[src/oarp_pkg.sv]
// constants for the output align, reset and power-down control block
package oarp_pkg;
  // ==========================================================
  // register offsets
  localparam logic [9:0] ADDR_PORT_CFG = 10'h000;
  localparam logic [9:0] ADDR_LOOP_PWR = 10'h010;
  localparam logic [9:0] ADDR_OUT_BASE = 10'h0F0;
  localparam logic [9:0] ADDR_DIV_BASE = 10'h190;
  localparam logic [9:0] ADDR_ALIGN_DIST = 10'h230;
  localparam logic [9:0] ADDR_UPDATE = 10'h232;
  // ==========================================================
  // field positions
  localparam int BIT_SRST_A = 2;
  localparam int BIT_SRST_B = 5;
  localparam int BIT_SOFT_ALIGN = 0;
  localparam int BIT_DIST_PD = 1;
  localparam int BIT_UPDATE = 0;
  localparam int BIT_START_LVL = 4;
  localparam int BIT_EXCLUDE = 5;
  localparam int BIT_OUT_INV = 4;
  // ==========================================================
  // sizes
  localparam int NUM_CH = 3;
  localparam int NUM_OUT = 6;
  localparam int DIV_STRIDE = 3;
  // ==========================================================
  // reset values
  localparam logic [7:0] RST_PORT_CFG = 8'h18;
  localparam logic [7:0] RST_LOOP_PWR = 8'h00;
  localparam logic [7:0] RST_OUT_CFG = 8'h00;
  localparam logic [7:0] RST_DIV_RATIO = 8'h00;
  localparam logic [7:0] RST_DIV_CFG = 8'h00;
  localparam logic [7:0] RST_ALIGN_DIST = 8'h00;
  // ==========================================================
  // encodings
  localparam logic [1:0] OUT_PD_SAFE = 2'h2;
  localparam logic [1:0] OUT_PD_TOTAL = 2'h3;
  localparam logic [1:0] LOOP_PD_ASYNC = 2'h1;
  localparam logic [1:0] LOOP_PD_SYNC = 2'h3;
  localparam logic [4:0] DLY_WRAP = 5'h10;
  // ==========================================================
  // timing
  localparam int CLK_PERIOD_NS = 10;
  localparam logic [4:0] ALIGN_LAT_CYC = 5'h0E;
  localparam logic [2:0] INIT_ALIGN_CYC = 3'h4;
endpackage

[src/oarp_ctrl.sv]
// output align, reset and power-down control of a clock generator
`timescale 1ns/1ns
`default_nettype none
module oarp_ctrl (
  input wire logic i_clk,
  input wire logic i_rst_n,
  input wire logic i_align_n,
  input wire logic i_sleep_pin_n,
  input wire logic i_cal_busy,
  input wire logic i_cp_event,
  input wire logic i_wr_en,
  input wire logic [9:0] i_wr_addr,
  input wire logic [7:0] i_wr_data,
  input wire logic [9:0] i_rd_addr,
  output logic [7:0] o_rd_data,
  output logic [5:0] o_out,
  output logic [5:0] o_out_off,
  output logic [5:0] o_out_protect,
  output logic o_loop_pd,
  output logic o_osc_pd,
  output logic o_inbuf_pd,
  output logic o_dist_bias_off,
  output logic o_align_busy
);
  // ==========================================================
  // pin synchronisers
  logic align_s1_q, align_s2_q, sleep_s1_q, sleep_s2_q;
  always_ff @(posedge i_clk) begin
    if (!i_rst_n) begin
      align_s1_q <= 1'b1;
      align_s2_q <= 1'b1;
      sleep_s1_q <= 1'b1;
      sleep_s2_q <= 1'b1;
    end else begin
      align_s1_q <= i_align_n;
      align_s2_q <= align_s1_q;
      sleep_s1_q <= i_sleep_pin_n;
      sleep_s2_q <= sleep_s1_q;
    end
  end
  logic sleep;
  assign sleep = ~sleep_s2_q;

  // ==========================================================
  // shadow and active registers
  logic [7:0] port_cfg_q, loop_shd_q, loop_act_q, ad_shd_q, ad_act_q;
  logic [7:0] out_shd_q [oarp_pkg::NUM_OUT];
  logic [7:0] out_act_q [oarp_pkg::NUM_OUT];
  logic [7:0] ratio_shd_q [oarp_pkg::NUM_CH];
  logic [7:0] ratio_act_q [oarp_pkg::NUM_CH];
  logic [7:0] dcfg_shd_q [oarp_pkg::NUM_CH];
  logic [7:0] dcfg_act_q [oarp_pkg::NUM_CH];
  logic upd_q, soft_rst, regs_init;
  assign soft_rst = port_cfg_q[oarp_pkg::BIT_SRST_A] & port_cfg_q[oarp_pkg::BIT_SRST_B];
  assign regs_init = !i_rst_n || soft_rst;

  always_ff @(posedge i_clk) begin
    if (!i_rst_n) begin
      port_cfg_q <= oarp_pkg::RST_PORT_CFG;
    end else if (i_wr_en && i_wr_addr == oarp_pkg::ADDR_PORT_CFG) begin
      port_cfg_q <= i_wr_data;
    end
  end

  always_ff @(posedge i_clk) begin
    if (regs_init) begin
      upd_q <= 1'b0;
    end else begin
      upd_q <= i_wr_en && i_wr_addr == oarp_pkg::ADDR_UPDATE
        && i_wr_data[oarp_pkg::BIT_UPDATE];
    end
  end

  always_ff @(posedge i_clk) begin
    if (regs_init) begin
      loop_shd_q <= oarp_pkg::RST_LOOP_PWR;
      ad_shd_q <= oarp_pkg::RST_ALIGN_DIST;
      loop_act_q <= oarp_pkg::RST_LOOP_PWR;
      ad_act_q <= oarp_pkg::RST_ALIGN_DIST;
    end else begin
      if (i_wr_en && i_wr_addr == oarp_pkg::ADDR_LOOP_PWR) begin
        loop_shd_q <= i_wr_data;
      end
      if (i_wr_en && i_wr_addr == oarp_pkg::ADDR_ALIGN_DIST) begin
        ad_shd_q <= i_wr_data;
      end
      if (upd_q) begin
        loop_act_q <= loop_shd_q;
        ad_act_q <= ad_shd_q;
      end
    end
  end

  genvar go_i;
  generate
    for (go_i = 0; go_i < oarp_pkg::NUM_OUT; go_i++) begin : g_outreg
      always_ff @(posedge i_clk) begin
        if (regs_init) begin
          out_shd_q[go_i] <= oarp_pkg::RST_OUT_CFG;
          out_act_q[go_i] <= oarp_pkg::RST_OUT_CFG;
        end else begin
          if (i_wr_en && i_wr_addr == oarp_pkg::ADDR_OUT_BASE + 10'(go_i)) begin
            out_shd_q[go_i] <= i_wr_data;
          end
          if (upd_q) begin
            out_act_q[go_i] <= out_shd_q[go_i];
          end
        end
      end
    end
    for (go_i = 0; go_i < oarp_pkg::NUM_CH; go_i++) begin : g_divreg
      localparam logic [9:0] RA = oarp_pkg::ADDR_DIV_BASE + 10'(oarp_pkg::DIV_STRIDE * go_i);
      always_ff @(posedge i_clk) begin
        if (regs_init) begin
          ratio_shd_q[go_i] <= oarp_pkg::RST_DIV_RATIO;
          dcfg_shd_q[go_i] <= oarp_pkg::RST_DIV_CFG;
          ratio_act_q[go_i] <= oarp_pkg::RST_DIV_RATIO;
          dcfg_act_q[go_i] <= oarp_pkg::RST_DIV_CFG;
        end else begin
          if (i_wr_en && i_wr_addr == RA) begin
            ratio_shd_q[go_i] <= i_wr_data;
          end
          if (i_wr_en && i_wr_addr == RA + 10'h001) begin
            dcfg_shd_q[go_i] <= i_wr_data;
          end
          if (upd_q) begin
            ratio_act_q[go_i] <= ratio_shd_q[go_i];
            dcfg_act_q[go_i] <= dcfg_shd_q[go_i];
          end
        end
      end
    end
  endgenerate

  // ==========================================================
  // readback of the buffered registers
  logic [7:0] rd_d;
  always_comb begin
    rd_d = 8'h00;
    case (i_rd_addr)
      oarp_pkg::ADDR_PORT_CFG: rd_d = port_cfg_q;
      oarp_pkg::ADDR_LOOP_PWR: rd_d = loop_shd_q;
      oarp_pkg::ADDR_ALIGN_DIST: rd_d = ad_shd_q;
      oarp_pkg::ADDR_UPDATE: rd_d = {7'h00, upd_q};
      default: begin
        for (int k = 0; k < oarp_pkg::NUM_OUT; k++) begin
          if (i_rd_addr == oarp_pkg::ADDR_OUT_BASE + 10'(k)) begin
            rd_d = out_shd_q[k];
          end
        end
        for (int k = 0; k < oarp_pkg::NUM_CH; k++) begin
          if (i_rd_addr == oarp_pkg::ADDR_DIV_BASE + 10'(oarp_pkg::DIV_STRIDE * k)) begin
            rd_d = ratio_shd_q[k];
          end
          if (i_rd_addr == oarp_pkg::ADDR_DIV_BASE + 10'(oarp_pkg::DIV_STRIDE * k + 1)) begin
            rd_d = dcfg_shd_q[k];
          end
        end
      end
    endcase
  end
  always_ff @(posedge i_clk) begin
    if (!i_rst_n) begin
      o_rd_data <= 8'h00;
    end else begin
      o_rd_data <= rd_d;
    end
  end

  // ==========================================================
  // align request and release timing
  logic [2:0] init_q;
  logic [4:0] lat_q;
  logic req, req_q, go, align_busy;
  always_ff @(posedge i_clk) begin
    if (!i_rst_n) begin
      init_q <= oarp_pkg::INIT_ALIGN_CYC;
    end else if (init_q != 3'h0) begin
      init_q <= init_q - 3'h1;
    end
  end
  assign req = !align_s2_q
    || ad_act_q[oarp_pkg::BIT_SOFT_ALIGN] || ad_act_q[oarp_pkg::BIT_DIST_PD]
    || soft_rst
    || init_q != 3'h0
    || sleep
    || i_cal_busy;
  always_ff @(posedge i_clk) begin
    if (!i_rst_n) begin
      req_q <= 1'b1;
      lat_q <= 5'h00;
    end else begin
      req_q <= req;
      if (req) begin
        lat_q <= 5'h00;
      end else if (req_q) begin
        lat_q <= oarp_pkg::ALIGN_LAT_CYC;
      end else if (lat_q != 5'h00) begin
        lat_q <= lat_q - 5'h01;
      end
    end
  end
  assign go = lat_q == 5'h01;
  assign align_busy = req || req_q || lat_q != 5'h00;
  assign o_align_busy = align_busy;

  // ==========================================================
  // channel dividers, one per output pair
  logic [oarp_pkg::NUM_CH-1:0] ch_lvl, ch_run, ch_wait, ch_excl;
  genvar gc;
  generate
    for (gc = 0; gc < oarp_pkg::NUM_CH; gc++) begin : g_ch
      logic run_q, wait_q, lvl_q, sh, excl;
      logic [5:0] dly_q, dc;
      logic [3:0] cnt_q, lo_cyc, hi_cyc;
      logic [4:0] phi;
      assign lo_cyc = ratio_act_q[gc][7:4];
      assign hi_cyc = ratio_act_q[gc][3:0];
      assign sh = dcfg_act_q[gc][oarp_pkg::BIT_START_LVL];
      assign excl = dcfg_act_q[gc][oarp_pkg::BIT_EXCLUDE];
      assign phi = {sh, dcfg_act_q[gc][3:0]};
      assign dc = sh ? 6'(phi - oarp_pkg::DLY_WRAP) + 6'(lo_cyc) + 6'h01
        : 6'(phi);
      always_ff @(posedge i_clk) begin
        if (!i_rst_n) begin
          run_q <= 1'b0;
          wait_q <= 1'b0;
          lvl_q <= 1'b0;
          dly_q <= 6'h00;
          cnt_q <= 4'h0;
        end else if (sleep) begin
          run_q <= 1'b0;
          wait_q <= 1'b0;
          lvl_q <= 1'b0;
        end else if (align_busy && !excl && !go) begin
          run_q <= 1'b0;
          wait_q <= 1'b0;
          lvl_q <= sh;
        end else if (go && !excl) begin
          wait_q <= 1'b1;
          run_q <= 1'b0;
          dly_q <= dc;
        end else if (wait_q) begin
          if (dly_q == 6'h00) begin
            wait_q <= 1'b0;
            run_q <= 1'b1;
            lvl_q <= 1'b1;
            cnt_q <= hi_cyc;
          end else begin
            dly_q <= dly_q - 6'h01;
          end
        end else if (!run_q) begin
          run_q <= excl;
          lvl_q <= 1'b1;
          cnt_q <= hi_cyc;
        end else if (cnt_q == 4'h0) begin
          lvl_q <= !lvl_q;
          cnt_q <= lvl_q ? lo_cyc : hi_cyc;
        end else begin
          cnt_q <= cnt_q - 4'h1;
        end
      end
      assign ch_lvl[gc] = lvl_q;
      assign ch_run[gc] = run_q;
      assign ch_wait[gc] = wait_q;
      assign ch_excl[gc] = excl;
    end
  endgenerate

  // ==========================================================
  // output stages and power state
  logic dist_pd, sync_pd_q;
  logic [1:0] loop_mode;
  assign dist_pd = ad_act_q[oarp_pkg::BIT_DIST_PD];
  assign loop_mode = loop_act_q[1:0];
  genvar gk;
  generate
    for (gk = 0; gk < oarp_pkg::NUM_OUT; gk++) begin : g_out
      logic [1:0] pd_mode;
      logic off, prot;
      assign pd_mode = out_act_q[gk][1:0];
      assign off = pd_mode[1] || sleep || dist_pd;
      assign prot = sleep || (off && pd_mode != oarp_pkg::OUT_PD_TOTAL);
      always_ff @(posedge i_clk) begin
        if (!i_rst_n) begin
          o_out[gk] <= 1'b0;
          o_out_off[gk] <= 1'b0;
          o_out_protect[gk] <= 1'b0;
        end else begin
          o_out[gk] <= off ? 1'b0
            : ch_lvl[gk/2] ^ out_act_q[gk][oarp_pkg::BIT_OUT_INV];
          o_out_off[gk] <= off;
          o_out_protect[gk] <= prot;
        end
      end
    end
  endgenerate

  always_ff @(posedge i_clk) begin
    if (!i_rst_n) begin
      sync_pd_q <= 1'b0;
    end else if (loop_mode != oarp_pkg::LOOP_PD_SYNC) begin
      sync_pd_q <= 1'b0;
    end else if (i_cp_event) begin
      sync_pd_q <= 1'b1;
    end
  end
  always_ff @(posedge i_clk) begin
    if (!i_rst_n) begin
      o_loop_pd <= 1'b0;
      o_osc_pd <= 1'b0;
      o_inbuf_pd <= 1'b0;
      o_dist_bias_off <= 1'b0;
    end else begin
      o_loop_pd <= sleep || loop_mode == oarp_pkg::LOOP_PD_ASYNC || sync_pd_q;
      o_osc_pd <= sleep;
      o_inbuf_pd <= sleep;
      o_dist_bias_off <= dist_pd || sleep;
    end
  end
endmodule
`default_nettype wire

[config.mk]
export PLATFORM = sky130hd
export DESIGN_NAME = oarp_ctrl
export DESIGN_NICKNAME = d
export VERILOG_FILES = /design/src/oarp_pkg.sv /design/src/oarp_ctrl.sv
export SDC_FILE = /design/constraint.sdc
export NUM_CORES = 1
export LEC_CHECK = 0
export BUFFER_PORTS_ARGS = -buffer_cell sky130_fd_sc_hd__buf_2
export CAP_MARGIN = 20
export CORE_AREA = 3 3 174 176
export CTS_BUF_LIST = sky130_fd_sc_hd__clkbuf_4 sky130_fd_sc_hd__clkbuf_8
export CTS_CLUSTER_SIZE = 25
export DETAILED_ROUTE_END_ITERATION = 6
export DIE_AREA = 0 0 177 179
export HOLD_SLACK_MARGIN = 0.15
export PLACE_DENSITY = 0.66
export SLEW_MARGIN = 20
export SYNTH_ARGS = -nofsm -noshare
export SYNTH_HDL_FRONTEND = slang
export SYNTH_SLANG_ARGS = --single-unit
[constraint.sdc]
create_clock -name i_clk -period 3.2 [get_ports i_clk]
set_clock_uncertainty 0.2 [all_clocks]
set_input_delay 0.32 -clock i_clk [delete_from_list [all_inputs] [get_ports i_clk]]
set_output_delay 0.32 -clock i_clk [all_outputs]
set_load 0.05 [all_outputs]
==> flow_summary.yaml, run 1 <==
sta:
  tightest_slew_ns: 0.849
  hold_violations: 0
  min_period_ns: 2.77
  post-route-period-util_pct: 86.5
  max_freq_ghz: 0.361
  slew_viol_final: 0
  fin_setup_tns_ns: 0
  setup_viol: 0
  rsz0062_at_grt: "false"
  relSlewSlack_pct: 41.9
route:
  dr_wl_met2_um: 15500
  routedLengthMet1_um: 16300
  drtAntennaViolNets: 0
  first_iter_violations: 811
  wire_per_inst_um: 20.2
  top_layer_used: "met5"
  route.final.wire_length_um: 35100
  routed-via-count: 9639
  first_pass_iters: 5
  routed_via_density: 5.54
  wl_met3_um: 2130
  route.detailed.drc: 0
yosys:
  synth_top_flop_cell: "edfxtp_1"
  synthArstFlopShare_pct: 0
  synth_seq_area_share_pct: 53.7
  synth-edff-count: 156
  syn_nets: 1283
  syn_inst: 1222
  syn_avg_cell_area_sq_um: 10.5
  yosysUniqueCellTypes: 73
  ys_ff_latch: 267
  ys_warn_count: 0
  syn-cell-area_sq_mm: 0.0129
critical_path:
  crit_type: "register to output pin"
  cp.required_ns: 2.68
  r2r_slack_ns: 0.58
  worstSetupStartpointType: "register"
  cp-end-kind: "output pin"
  critPathBufInv: 2
  max_stage_delay_ns: 0.35
  timing.rr.end: "dcfg_shd_q[0][3]"
  cpLargestDelayFamily: "simple AND/OR/NAND/NOR gates"
  arrival_ns: 2.25
  ff2ff_path_depth: 5
  worstReg2RegStart: "port_cfg_q[5]"
  crit_chain: "inv_1 -> ha_1 -> and4bb_2 -> nand2_1 -> nor4b_1 -> nand3b_1 -> buf_2"
  critPathSlowestCell: "nor4b_1"
  cp_max_fo: 3
placed_design:
  port_buffers: 65
  gp_congestion: 0.977
  numPlacedInstances: 1635
  dp_hpwl_um: 25000
global_routing:
  grt_pass1_wl_um: 53100
  grt_max_degree: 76
  antenna_found_initial: 1
  grtUsageTotal_pct: 21.8
  grt-ovfl-total: 0
  grt_pass1_vias: 9223
pwr:
  internal_power_uw: 5690
  power_leakage_uw: 0.00599
  seqPwrFrac_pct: 51.0
  ir_drop_v: 0.000321
  p_total_uw: 7580
  p_per_area_mw_per_mm2: 513
  pwr-share-clk_pct: 40.7
  p_switching_uw: 1890
  swShare_pct: 24.9
  p_comb_share_pct: 8.3
hold_path:
  min-delay-start: "i_rst_n"
  hp-class: "primary input to register"
  min_to: "port_cfg_q[3]"
  whs_path_depth: 3
run_status:
  status: "complete, no violations"
cells_and_area:
  final_common_cell: "edfxtp_1"
  synthToLayoutAreaGrowth_pct: 14.9
  stdcell_count: 1740
  layout_common_cells: "156 x edfxtp_1, 111 x dfxtp_1, 98 x and2_1"
  num_antenna_cells: 0
  fin_nets: 1382
  drive_gt1_share_pct: 15.5
flow_run:
  max_cap_viol_count: 0
clock_network:
  cts_buffers: 45
  h-tree-depth: 2
  cts_resized: 0
  clkSinkCount: 267
  clkLatencyLatePin_ns: 0.56
  cts.clk_slew.worst_paths_ns: 0.06
  cts_tree: "built"
  cts_root_buf: "clkbuf_8"
  clk_path_buf_depth: 3
floorplanning:
  io_pins: 66
  start_util_pct: 44.7
  die_w_um: 177
  dieArea_sq_mm: 0.0317
  die_h_um: 179
  coreArea_sq_mm: 0.0288
  rows: 62
-- Yosys cell counts, types with 27 or more instances --
cell type | count | area share (%)
mux2i_1 | 53 | 4.1
and2_1 | 99 | 4.8
nor2b_1 | 31 | 1.5
o21ai_0 | 69 | 2.7
and3_1 | 66 | 3.2
a21oi_1 | 37 | 1.4
dfxtp_1 | 111 | 17
inv_1 | 45 | 1.3
nor2_1 | 95 | 2.8
nor3_1 | 27 | 1.1
clkbuf_1 | 48 | 1.4
nand2_1 | 90 | 2.6
edfxtp_1 | 156 | 36
-- flip-flops by register name, indices dropped and copies added, names as in the netlist, 3 cells and up --
signal / count
ad_shd_q: 8
dcfg_act_q: 18
dcfg_shd_q: 24
g_ch.cnt_q: 12
g_ch.dly_q: 18
g_ch.lvl_q: 3
g_ch.run_q: 3
g_ch.wait_q: 3
init_q: 3
lat_q: 5
loop_shd_q: 8
o_out: 6
o_out_off: 6
o_out_protect: 6
o_rd_data: 8
out_act_q: 18
out_shd_q: 48
port_cfg_q: 8
ratio_act_q: 24
ratio_shd_q: 24
-- metal layers --
layer  GRT usage, %  vias up
met5              0        -
met1           31.2     4609
met2           33.2      320
li1               -     4629
met3           4.02       79
met4           7.95        2
-- worst register-to-register path, stage by stage, from the launching register on --
cell and delay (ns):
dfxtp_1 0.33, nand2_1 0.24, and2_2 0.48, nand4_1 0.47, nor2_1 0.55, and2_1 0.20
-- final cells by class --
type / count / area (sq um)
clock buffer: 69 / 806
clock inverter: 13 / 109
fill: 2575 / 14000
inverter: 45 / 169
multi-input combinational: 847 / 5530
sequential: 267 / 6910
tap: 384 / 480
timing repair buffer: 115 / 771
-- through the flow --
stage	setup WS (ns)	utilization, %	hold slack, ns	area (sq um)
2_1_floorplan	0.340	-	0.186	12900
3_3_place_gp	0.561	47.4	0.202	13600
3_5_place_dp	0.605	47.4	0.194	13600
4_1_cts	0.386	51.3	0.165	14800
5_1_grt	0.247	51.3	0.186	14800
6_report	0.431	51.3	0.192	14800
-- repair_timing --
action                    in CTS  in global routing
hold buffers                  23                  0
hold endpoints to repair      70                  0
buffers inserted               0                  0
-- power by group through the flow --
| stage | Clock, uW | Sequential [uW] | Combinational (uW) |
|---|---|---|---|
| 6_report | 3080 | 3860 | 631 |
| 5_1_grt | 3300 | 3870 | 687 |
| 4_1_cts | 3150 | 3860 | 630 |
| 3_5_place_dp | 0 | 3930 | 609 |
| 3_3_place_gp | 0 | 3930 | 598 |
| 2_1_floorplan | 0 | 3920 | 379 |
-- worst max path at each step --
stage | cells past startpoint | to | startpoint | slack, ns
floorplan | 4 | dcfg_act_q[0][0] | port_cfg_q[5] | 0.34
global placement | 7 | o_rd_data[0] | i_rd_addr[9] | 0.56
detailed placement | 8 | g_ch[1].dly_q[5] | lat_q[0] | 0.61
CTS | 7 | o_align_busy | init_q[0] | 0.39
global route | 7 | o_align_busy | init_q[0] | 0.25
finish | 7 | o_align_busy | init_q[0] | 0.43
-- cells by family (layout without fill, tap and decap cells) --
logic type,count (synthesis),after routing,share of synthesized area [%]
compound gates,228,228,11.8
buf+inv,108,242,3.32
fa+ha+maj,26,26,2.70
flops,267,267,53.7
xor+xnor,17,17,1.16
mux,71,71,5.96
simple gates,505,505,21.3
Power figures use the tool's default switching activity.
==> inputs of run 2 (changes only) <==
CORE_AREA = 3 3 132 230   (was 3 3 174 176)
DIE_AREA = 0 0 135 233   (was 0 0 177 179)
==> run 2 against run 1 <==
  * Power shrank 1.2%
  * Critical path depth is the same
  * Core utilization grew 0.14 points
  * Design area shrank 0.27%
  * Non-clock buffer count grew 2
  * Global-route usage grew 0.16 points
  * Wire length shrank 0.24%
  * Final cell count shrank 0.52%
  * Combinational power shrank 1%
  * Worst hold slack lost 0.019 ns
  * Clock power shrank 2%
==> flow_summary.yaml, run 2 (synthesis results as in run 1) <==
run_status:
  status: "complete, no violations"
critical_path:
  cp-end-kind: "output pin"
  cp_max_fo: 3
  crit_chain: "inv_1 -> ha_1 -> and4bb_2 -> nand2_1 -> nor4b_1 -> nand3b_1 -> buf_2"
  max_stage_delay_ns: 0.35
  worstSetupStartpointType: "register"
  arrival_ns: 2.27
  cp.required_ns: 2.68
  crit_type: "register to output pin"
  critPathSlowestCell: "nor4b_1"
placed_design:
  dpl-instance-area_sq_mm: 0.0137
  port_buffers: 65
  gp_congestion: 1.03
  dp_hpwl_um: 26300
  numPlacedInstances: 1634
clock_network:
  h-tree-depth: 2
  clkLatencyLatePin_ns: 0.57
  cts_tree: "built"
  clkSinkCount: 267
  clk_path_buf_depth: 3
  cts_buffers: 41
  cts_root_buf: "clkbuf_8"
  postCtsSetupBuffers: 0
  cts.clk_slew.worst_paths_ns: 0.07
cells_and_area:
  layout_common_cells: "156 x edfxtp_1, 111 x dfxtp_1, 98 x and2_1"
  stdcell_count: 1731
  fill_cells: 2593
  synthToLayoutAreaGrowth_pct: 14.6
  stdcell_area_sq_mm: 0.0147
  fin_nets: 1380
  drive_gt1_share_pct: 15.3
  top_register: "out_shd_q"
  final_common_cell: "edfxtp_1"
  utilization_pct: 51.5
  largest_reg_flops: 48
pwr:
  swShare_pct: 25.1
  pwr-share-clk_pct: 40.2
  p_comb_share_pct: 8.3
  p_per_area_mw_per_mm2: 508
  internal_power_uw: 5610
  seqPwrFrac_pct: 51.5
  ir_drop_v: 0.000308
  power_leakage_uw: 0.00596
  p_switching_uw: 1880
sta:
  fin_setup_tns_ns: 0
  post-route-period-util_pct: 87.1
  hold_violations: 0
  hold_ws_ns: 0.173
  rsz0062_at_grt: "false"
  relSlewSlack_pct: 48.4
  slew_viol_final: 0
  tightest_slew_ns: 0.774
  min_period_ns: 2.79
  max_freq_ghz: 0.359
  setup_viol: 0
route:
  routed-via-count: 9538
  drtAntennaViolNets: 0
  route.final.wire_length_um: 35000
  route.detailed.drc: 0
  first_iter_violations: 774
  first_pass_iters: 7
  wire_per_inst_um: 20.2
  routed_via_density: 5.51
floorplanning:
  die_w_um: 135
  io_pins: 66
  coreArea_sq_mm: 0.0286
  rows: 82
  dieArea_sq_mm: 0.0315
  die_h_um: 233
  start_util_pct: 44.9
global_routing:
  grtUsageTotal_pct: 22.0
  grt_pass1_wl_um: 52800
  grt_max_degree: 76
  antenna_found_initial: 0
  grt-ovfl-total: 0
  grt_pass1_vias: 9455
flow_run:
  max_cap_viol_count: 0
hold_path:
  hp-class: "primary input to register"
-- run 2: power by group through the flow --
| stage | logic [uW] | clock network (uW) | registers, uW |
|---|---|---|---|
| after CTS | 626 | 3090 | 3850 |
| after global routing | 681 | 3230 | 3860 |
| after floorplan | 379 | 0 | 3920 |
| after detailed placement | 606 | 0 | 3930 |
| final | 624 | 3010 | 3850 |
| after global placement | 596 | 0 | 3930 |
-- run 2: routing by layer --
| layer | global-route usage [%] | vias up | wire length, um |
|---|---|---|---|
| met5 | 0 | - | 0 |
| met4 | 14.1 | 0 | 2370 |
| met3 | 2.92 | 127 | 1130 |
| met2 | 40.6 | 260 | 18600 |
| met1 | 23.0 | 4544 | 12900 |
| li1 | - | 4607 | - |
-- run 2: area by class of cell --
cell class	instances	area [sq um]	share of cell area [%]
timing repair buffer	117	778	5.28
multi-input combinational	847	5530	37.6
tap	378	473	3.21
clock inverter	25	214	1.45
antenna	1	2.50	0.0170
inverter	45	169	1.15
clock buffer	51	658	4.47
sequential	267	6910	46.9
-- run 2: worst max-delay path, delay by kind of cell, from the launching register on --
family / cells / cell delay, ns
adder cells (fa/ha/maj): 1 / 0.20
flip-flops: 1 / 0.30
AND/OR/NAND/NOR: 4 / 0.85
buffers and inverters: 2 / 0.34
-- run 2: stage by stage --
stage	total power (uW)	setup slack, ns
after floorplan	4300	0.340
after global placement	4520	0.594
after detailed placement	4530	0.569
after CTS	7560	0.328
after global routing	7770	0.247
final	7490	0.413
-- run 2: worst paths after layout --
path,start,endpoint,slack [ns],cells after the start
setup reg to reg,lat_q[0],g_ch[1].dly_q[5],0.57,8
hold / removal,i_rst_n,port_cfg_q[3],0.17,3
hold reg to reg,align_s1_q,align_s2_q,0.22,1
setup / recovery,init_q[0],o_align_busy,0.41,7
-- run 2: repair_timing --
item / CTS / global route
gates resized for setup: 0 / 0
endpoints found under the hold margin: 120 / 0
setup endpoints to repair: 0 / 0
hold buffers: 20 / 0
